==> src/rspc_consts.vh <==
// Constants for the reset and standby pin control block.
// Assumes inclusion by the design, its checker and its bench.
`ifndef RSPC_CONSTS_VH
`define RSPC_CONSTS_VH

// ----------------------------------------
// Widths and reset values
// ----------------------------------------
`define RSPC_SEG_W 30
`define RSPC_SEG_LOW 30'h0000_0000
`define RSPC_START_ADDR 16'h0000
`define RSPC_ADDR_W 16

// ----------------------------------------
// State codes
// ----------------------------------------
`define RSPC_ST_RUN 2'h0
`define RSPC_ST_WAIT_CARRY 2'h1
`define RSPC_ST_STOP 2'h2
`define RSPC_ST_HALT 2'h3

`endif

==> src/rspc_reset_ctrl.v <==
// Reset control unit and standby pin parking for a small controller core.
// Assumes rst_n comes from an analog power-on detector, enable_pin from a pin,
// carry_set_pulse and stop_exec from core logic on mclk.
`timescale 1ns/100ps
`include "rspc_consts.vh"

module rspc_reset_ctrl (
  // Clock and power-on reset
  input wire mclk,
  input wire rst_n,
  // Core side
  input wire enable_pin,
  input wire carry_set_pulse,
  input wire stop_exec,
  input wire pll_enable_req,
  // Internal reset and status outputs
  output reg halt_force_reset_n,
  output reg partial_register_reset_n,
  output reg core_reset_n,
  output reg full_register_reset_n,
  output reg [`RSPC_ADDR_W-1:0] start_addr,
  output wire halted,
  output wire clock_stopped,
  // Segment pins
  output wire segment_mode,
  output wire [`RSPC_SEG_W-1:0] segment_output_pins,
  output wire segment_output_oe,
  // PLL pins
  output wire pll_enabled,
  output wire osc_input_low_band,
  output wire osc_input_high_band,
  output wire osc_input_pulldown_en,
  output wire phase_error_out_a,
  output wire phase_error_out_b,
  output wire phase_error_out_oe,
  // Crystal pins
  output wire crystal_in_pin,
  output wire crystal_in_pulldown_en,
  output wire crystal_out_pin,
  output wire crystal_out_force_en
);

  // ----------------------------------------
  // Enable pin synchroniser and edge detect
  // ----------------------------------------
  reg en_meta_r;
  reg en_sync_r;
  reg en_prev_r;
  wire en_rise;

  always @(posedge mclk or negedge rst_n) begin
    if (!rst_n) begin
      en_meta_r <= 1'b0;
      en_sync_r <= 1'b0;
      en_prev_r <= 1'b0;
    end else begin
      en_meta_r <= enable_pin;
      en_sync_r <= en_meta_r;
      en_prev_r <= en_sync_r;
    end
  end

  assign en_rise = en_sync_r & ~en_prev_r;

  // ----------------------------------------
  // Reset control state machine
  // ----------------------------------------
  localparam ST_RUN = `RSPC_ST_RUN;
  localparam ST_WAIT_CARRY = `RSPC_ST_WAIT_CARRY;
  localparam ST_STOP = `RSPC_ST_STOP;
  localparam ST_HALT = `RSPC_ST_HALT;

  reg [1:0] state_r;
  reg [1:0] state_nxt;
  reg por_done_r;

  // Standby decode, shared by reset outputs and status
  function is_standby;
    input [1:0] st;
    begin
      is_standby = (st == ST_STOP) || (st == ST_HALT);
    end
  endfunction

  // power-on is the async reset; the enable pin and stop_exec are the other sources
  always @* begin
    state_nxt = state_r;
    case (state_r)
      ST_RUN: begin
        if (stop_exec)
          state_nxt = ST_STOP;
        else if (en_rise)
          state_nxt = ST_WAIT_CARRY;
      end
      ST_WAIT_CARRY: begin
        if (stop_exec)
          state_nxt = ST_STOP;
        else if (carry_set_pulse)
          state_nxt = ST_RUN;
      end
      ST_STOP: begin
        // Clock stop left only by enable pin rising
        if (en_rise)
          state_nxt = ST_HALT;
      end
      ST_HALT: begin
        if (carry_set_pulse)
          state_nxt = ST_RUN;
      end
      default: state_nxt = ST_RUN;
    endcase
  end

  always @(posedge mclk or negedge rst_n) begin
    if (!rst_n) begin
      state_r <= ST_HALT;
      por_done_r <= 1'b0;
    end else begin
      state_r <= state_nxt;
      if (state_r == ST_HALT && carry_set_pulse)
        por_done_r <= 1'b1;
    end
  end

  // ----------------------------------------
  // Reset outputs
  // ----------------------------------------
  // Registered so the reset lines never glitch into the core.
  always @(posedge mclk or negedge rst_n) begin
    if (!rst_n) begin
      halt_force_reset_n <= 1'b0;
      partial_register_reset_n <= 1'b0;
      core_reset_n <= 1'b0;
      full_register_reset_n <= 1'b0;
      start_addr <= `RSPC_START_ADDR;
    end else begin
      // halt in stop and halt states, partial in stop only; enable from run asserts neither
      halt_force_reset_n <= ~is_standby(state_nxt);
      partial_register_reset_n <= ~(state_nxt == ST_STOP);
      // core reset at carry edge, stop, or halt
      core_reset_n <= ~((state_r == ST_WAIT_CARRY && carry_set_pulse) ||
        is_standby(state_nxt));
      // full clear held until first halt release after power-on
      full_register_reset_n <= por_done_r;
      start_addr <= `RSPC_START_ADDR;
    end
  end

  assign halted = is_standby(state_r);
  assign clock_stopped = (state_r == ST_STOP);

  // ----------------------------------------
  // Standby pin parking
  // ----------------------------------------
  // segments low in clock stop
  assign segment_mode = clock_stopped;
  assign segment_output_pins = `RSPC_SEG_LOW;
  assign segment_output_oe = clock_stopped;

  // PLL off in halt while enable low
  assign pll_enabled = pll_enable_req & ~clock_stopped & ~(halted & ~en_sync_r);

  // oscillator inputs low, error outputs floated while PLL off
  assign osc_input_low_band = 1'b0;
  assign osc_input_high_band = 1'b0;
  assign osc_input_pulldown_en = ~pll_enabled;
  assign phase_error_out_a = 1'b0;
  assign phase_error_out_b = 1'b0;
  assign phase_error_out_oe = pll_enabled;

  assign crystal_in_pin = 1'b0;
  assign crystal_in_pulldown_en = clock_stopped;
  assign crystal_out_pin = 1'b1;
  assign crystal_out_force_en = clock_stopped;

endmodule // rspc_reset_ctrl

==> config.mk <==
export PLATFORM = sky130hd
export DESIGN_NAME = rspc_reset_ctrl
export DESIGN_NICKNAME = d
export VERILOG_FILES = /design/src/rspc_reset_ctrl.v
export VERILOG_INCLUDE_DIRS = /design/src
export SDC_FILE = /design/constraint.sdc
export NUM_CORES = 1
export LEC_CHECK = 0
export BUFFER_PORTS_ARGS = -buffer_cell sky130_fd_sc_hd__buf_2
export CORE_ASPECT_RATIO = 0.9
export CORE_MARGIN = 2
export CORE_UTILIZATION = 33
export DETAILED_ROUTE_END_ITERATION = 8
export PLACE_DENSITY = 0.83
export SLEW_MARGIN = 0
export SYNTH_ARGS = -nofsm -noshare
export SYNTH_HDL_FRONTEND = slang
export SYNTH_SLANG_ARGS = --single-unit
==> constraint.sdc <==
create_clock -name mclk -period 1.22 [get_ports mclk]
set_input_delay 0.122 -clock mclk [delete_from_list [all_inputs] [get_ports mclk]]
set_output_delay 0.122 -clock mclk [all_outputs]
set_load 0.05 [all_outputs]
==> run_results.csv, run 1 <==
group,metric,value,unit
global_route,grt_pass1_vias,321,
layout,drive_above_1_share,29.5,%
critical_path,cp_slowest_cell,"dfstp_2",
routing,first_iter_violations,3,
global_route,grt_overflow,0,
logic_synthesis,ys_async_sr_fraction,100,%
critical_path,critical_path.max_fanout,4,
critical_path,end_kind,"output pin",
sta,fmax,0.691,GHz
logic_synthesis,synth_seq_cells,10,
logic_synthesis,ys_seq_area_share,31.4,%
outcome,violations,"setup timing",
logic_synthesis,syn_inst,87,
critical_path,worstSetupPathDepth,3,
critical_path,rr_endpoint,"partial_register_reset_n",
placement,placed_area,702,um^2
layout,final-seq-area,253,um^2
logic_synthesis,synth_edf_count,0,
clocking,numCtsBuffers,3,
clocking,cts.sinks,10,
critical_path,r2r_cells,3,
critical_path,crit_buf_inv,1,
routing,drt_wl_total,1030,um
sta,layout_setup_ws,-0.227,ns
layout,fill_cells,239,
critical_path,max_stage_delay,0.55,ns
sta,finalCritPeriodShare,119,%
logic_synthesis,synth_most_common_cell,"buf_4",
routing,wl_per_cell,7.79,um
die,die_y,50.8,um
die,rows,16,
routing,final_antenna_net_count,0,
clocking,cts_tree,"done",
placement,pre_cts_slack,0.0121,ns
logic_synthesis,syn_area_per_cell,9.25,um^2
critical_path,path_class,"flip-flop to output pin",
sta,setup_viol,8,
layout,area_growth,1.87,%
layout,antenna_cells,0,
flow_run,maxCapViolCount,0,
routing,drtPass1Iterations,4,
logic_synthesis,synthTopCellsByArea,"buf_4 (54%), dfrtp_1 (25%), dfstp_2 (6.5%)",
critical_path,startpoint,"state_r[1]",
global_route,antenna_found_initial,0,
critical_path,critPathTopFamily,"flip-flops",
hold_path,hold_path.class,"input port to flip-flop",
critical_path,r2r_start,"state_r[1]",
die,die_w,56.0,um
logic_synthesis,synth_flop_cell,"dfrtp_1",
logic_synthesis,synthDistinctLibCells,17,
sta,final.min_clock_period,1.45,ns
routing,via_count,410,
die,coreArea,2240,um^2
sta,slew_violations,0,
die,start_util,35.9,%
routing,via_per_inst,3.11,
critical_path,start_kind,"flip-flop",
layout,regMostFlops,"state_r",
critical_path,critPathCapture,"pll_enabled",
pwr,peakVddDrop,1.94,mV
layout,multiInputGateArea,307,um^2
critical_path,crit_arrival,1.33,ns
placement,io_buffers,18,
global_route,grt_pass1_wl,1390,um
layout,largest_reg_flops,2,
logic_synthesis,yosys.area.top_type,"buf_4",
outcome,status,"complete, but fails checks",
critical_path,rrSetupSlack,0.12,ns
global_route,grtUsageTotal,6.90,%
clocking,insertion_delay,0.27,ns
logic_synthesis,synth.cells.most_frequent,"buf_4 (58), dfrtp_1 (8), nand2_1 (3)",
pwr,p_leak,0.470,nW
die,io_pins,71,
clocking,clkTransAtPathRegs,0.07,ns
sta,hold_violations,0,
critical_path,path_cells,"a21bo_1 -> and2_4 -> buf_6",
sta,fin_hold_ws,0.0860,ns
logic_synthesis,synth_area,805,um^2
sta,clock_skew,0.00696,ns
pwr,p_per_area,3170,nW/um^2
placement,dp_hpwl,828,um
layout,nets,112,
die,dieArea,2850,um^2
layout,design_area,820,um^2
logic_synthesis,synth_top_area_share,54.1,%
critical_path,required,1.10,ns
layout,stdcell_count,132,
logic_synthesis,yosys_warnings,0,
global_route,grt_max_degree,11,
clocking,cts_root_buffer,"clkbuf_4",
clocking,clockBufferDepth,2,
placement,dp.cells,125,
placement,globalplace.congestion,0.689,
clocking,htreeDepth,1,
routing,drc,0,
sta,rsz0062_at_grt,"true",
layout make-up:
type,count,share of cell area [%]
timing repair buffer,23,22.7
inverter,1,0.458
tap,27,4.12
multi-input combinational,67,37.4
sequential,10,30.8
clock buffer,4,4.43
worst reg2reg max path, stage by stage (launching register included):
cell       delay, ns
dfstp_2         0.55
nor2b_4         0.24
buf_4           0.15
a2bb2oi_1       0.05
power by group:
part	total [W]	internal (W)	switching [W]
Clock	0.000296	0.000181	0.000115
Combinational	0.00183	0.000502	0.00133
Sequential	0.000473	0.000437	0.0000353
kinds of logic (layout without fill, tap and decap cells):
family          Yosys count  in the layout  synth area share [%]
buf+inv                  60             28                  55.1
flops                    10             10                  31.4
simple gates              9              9                  6.22
compound gates            6              6                  6.38
other cells               2             52                 0.933
worst min path at each step:
| stage | start | end | slack [ns] | cells after the start |
|---|---|---|---|---|
| after floorplan | rst_n | core_reset_n | -0.17 | 0 |
| after global placement | rst_n | partial_register_reset_n | -0.01 | 1 |
| after detailed placement | rst_n | partial_register_reset_n | -0.008 | 1 |
| after CTS | stop_exec | halt_force_reset_n | 0.08 | 2 |
| after global routing | stop_exec | halt_force_reset_n | 0.09 | 2 |
| final | stop_exec | halt_force_reset_n | 0.09 | 2 |
per-layer routing:
metal	part of all wire, %	GRT usage, %	vias up
met5	0	0	-
met4	0	2.38	0
met3	14	5.57	0
met2	54	11.2	35
met1	32	6.61	181
li1	-	-	194
stage by stage:
step           TNS [ns]  total power (W)  utilization [%]
2_1_floorplan    -0.731          0.00218                -
3_3_place_gp          0          0.00206             31.3
3_5_place_dp          0          0.00207             31.3
4_1_cts           -1.46          0.00258             36.2
5_1_grt           -1.96          0.00272             36.6
6_report          -1.36          0.00260             36.6
timing repair:
item	in CTS	in global routing
hold buffers	2	0
endpoints found under the setup margin	8	9
hold endpoints to repair	11	0
pin swaps	0	1
resized for setup	15	2
buffers inserted	1	0
layout by cell type, fill, tap and decap left out, types with 2 or more instances in the layout:
cell / instances
dfstp_2: 2
buf_2: 10
conb_1: 52
dfrtp_1: 8
dlygate4sd3_1: 2
nand2_1: 2
buf_4: 3
buf_6: 7
clkbuf_4: 3
nand2b_1: 2
(Power assumes the default switching activity.)
==> inputs of run 2 (changes only) <==
Settings changed: BUFFER_PORTS_ARGS -buffer_cell sky130_fd_sc_hd__buf_2 to default, CORE_UTILIZATION 33 to 47, DONT_BUFFER_PORTS from default to 1, MAX_ROUTING_LAYER from default to met4, PLACE_DENSITY 0.83 to 0.62.
==> run 2 against run 1 <==
  * The run still ends with setup timing left
  * Clock power shrank 21%
  * Fmax grew 3.5%
  * Register-to-register slack gained 0.03 ns
  * Global-route usage grew 2.4 points
  * First-iteration DRC count grew to 2.7 times the previous value
  * Hold slack lost 0.079 ns
  * Sequential power grew 38%
  * Clock skew is essentially flat
  * Sequential share of layout area grew 4.5 points
  * Wire length shrank 7.8%
  * Critical endpoint is now segment_output_oe
  * Largest cell class unchanged
  * Largest power group unchanged
==> run_results.csv, run 2 (synthesized netlist as in run 1, its figures left out) <==
group,metric,value,unit
pwr,pwr-share-clk,10.2,%
critical_path,critPathTopFamily,"flip-flops",
hold_path,whs_endpoint,"state_r[0]",
routing,top_layer,"met3",
critical_path,required,1.10,ns
sta,final.min_clock_period,1.40,ns
placement,globalplace.congestion,0.695,
pwr,p_sw,0.00143,W
clocking,cts.sinks,10,
clocking,htreeDepth,1,
layout,stdcell_count,114,
routing,wl_met1,280,um
critical_path,start_kind,"flip-flop",
global_route,grt_max_degree,11,
sta,setup_viol,9,
critical_path,rr_endpoint,"halt_force_reset_n",
outcome,violations,"setup timing",
clocking,numCtsBuffers,3,
die,dieArea,2060,um^2
critical_path,crit_buf_inv,1,
outcome,status,"complete, but fails checks",
pwr,power_frac_seq,28.5,%
sta,fin_setup_tns,-1.39,ns
layout,antenna_cells,0,
sta,layout_setup_ws,-0.179,ns
clocking,insertion_delay,0.26,ns
placement,dp.cells,106,
sta,rsz0062_at_grt,"true",
layout,design_area,714,um^2
sta,fmax,0.715,GHz
die,rows,14,
die,io_pins,71,
hold_path,hold_path_startpoint,"carry_set_pulse",
critical_path,r2r_cells,3,
routing,first_iter_violations,8,
routing,drt_wl_total,948,um
layout,largest_reg_flops,2,
layout,final_common_cell,"conb_1",
layout,regMostFlops,"state_r",
die,die_y,43.3,um
die,start_util,48.9,%
routing,drtPass1Iterations,3,
global_route,grt_overflow,0,
sta,slew_violations,0,
placement,io_buffers,0,
critical_path,path_class,"flip-flop to output pin",
global_route,grt_pass1_vias,270,
pwr,p_leak,0.399,nW
die,die_w,47.6,um
pwr,combPwrFrac,61.2,%
clocking,clockBufferDepth,2,
layout,post-route-util,43.4,%
global_route,grtUsageTotal,9.27,%
critical_path,end_kind,"output pin",
routing,wl_per_cell,8.32,um
routing,via_per_inst,3.29,
pwr,p_int,0.000866,W
sta,hold_violations,0,
layout,drive_above_1_share,14.4,%
critical_path,max_stage_delay,0.54,ns
critical_path,r2r_start,"state_r[1]",
routing,via_count,375,
placement,placed_area,643,um^2
layout,area_growth,-11.2,%
critical_path,cp_slowest_cell,"dfstp_2",
layout,most-common-layout-cells,"conb_1 (52), dfrtp_1 (8), dlygate4sd3_1 (4), clkbuf_4 (3)",
pwr,switching_share,62.2,%
pwr,peakVddDrop,1.70,mV
critical_path,critical_path.max_fanout,5,
layout,nets,97,
critical_path,path_cells,"nor2b_4 -> clkbuf_16",
clocking,cts_setup_buffers,0,
placement,dp_hpwl,752,um
global_route,grt_pass1_wl,1190,um
routing,wl_met2,497,um
clocking,cts_tree,"done",
critical_path,rrSetupSlack,0.15,ns
sta,clock_skew,0.00654,ns
pwr,p_per_area,3210,nW/um^2
hold_path,hold_path.class,"input port to flip-flop",
routing,final_antenna_net_count,0,
clocking,clkTransAtPathRegs,0.06,ns
flow_run,maxCapViolCount,0,
sta,finalCritPeriodShare,115,%
clocking,cts_root_buffer,"clkbuf_4",
global_route,antenna_found_initial,0,
critical_path,crit_arrival,1.28,ns
hold_path,min_path_cells,2,
routing,wl_met3,170,um
routing,drc,0,
die,coreArea,1650,um^2
run 2: metal layers:
| layer | up-vias | track usage (%) |
|---|---|---|
| li1 | 167 | - |
| met1 | 170 | 9.07 |
| met2 | 38 | 13.8 |
| met3 | 0 | 8.51 |
| met4 | 0 | 1.62 |
| met5 | - | - |
run 2: what timing repair did:
| item | in CTS | in global routing |
|---|---|---|
| hold endpoints to repair | 12 | 1 |
| setup endpoints to repair | 9 | 9 |
| hold buffers | 3 | 1 |
| resized for setup | 2 | 1 |
run 2: metrics by stage:
stage                     hold slack [ns]  total power [W]  setup slack, ns
after floorplan                    -0.174          0.00218           -0.148
after global placement             -0.173          0.00203            0.115
after CTS                         0.00134          0.00233           -0.181
final                             0.00732          0.00229           -0.179
after detailed placement           -0.173          0.00205            0.100
after global routing              0.00125          0.00239           -0.213
run 2: cell type report:
class	instances	area (um^2)
Sequential cell	10	253
Tap cell	24	30.0
Timing Repair Buffer	8	95.1
Inverter	1	3.75
Clock buffer	4	26.3
Multi-Input combinational cell	67	307
Fill cell	173	932
run 2: power groups by stage:
stage	registers, W	logic (W)	clock network, W
after floorplan	0.000663	0.00152	0
after global placement	0.000651	0.00138	0
after detailed placement	0.000660	0.00139	0
after CTS	0.000653	0.00143	0.000244
after global routing	0.000665	0.00146	0.000266
final	0.000654	0.00140	0.000235
run 2: worst max-delay path by stage:
| stage | startpoint | endpoint | slack, ns | cells past startpoint |
|---|---|---|---|---|
| 6_report | state_r[1] | segment_output_oe | -0.18 | 2 |
| 5_1_grt | state_r[0] | pll_enabled | -0.21 | 2 |
| 4_1_cts | state_r[1] | segment_output_oe | -0.18 | 2 |
| 3_5_place_dp | state_r[1] | segment_output_oe | 0.10 | 2 |
| 3_3_place_gp | state_r[1] | crystal_in_pulldown_en | 0.12 | 2 |
| 2_1_floorplan | state_r[1] | crystal_in_pulldown_en | -0.15 | 3 |
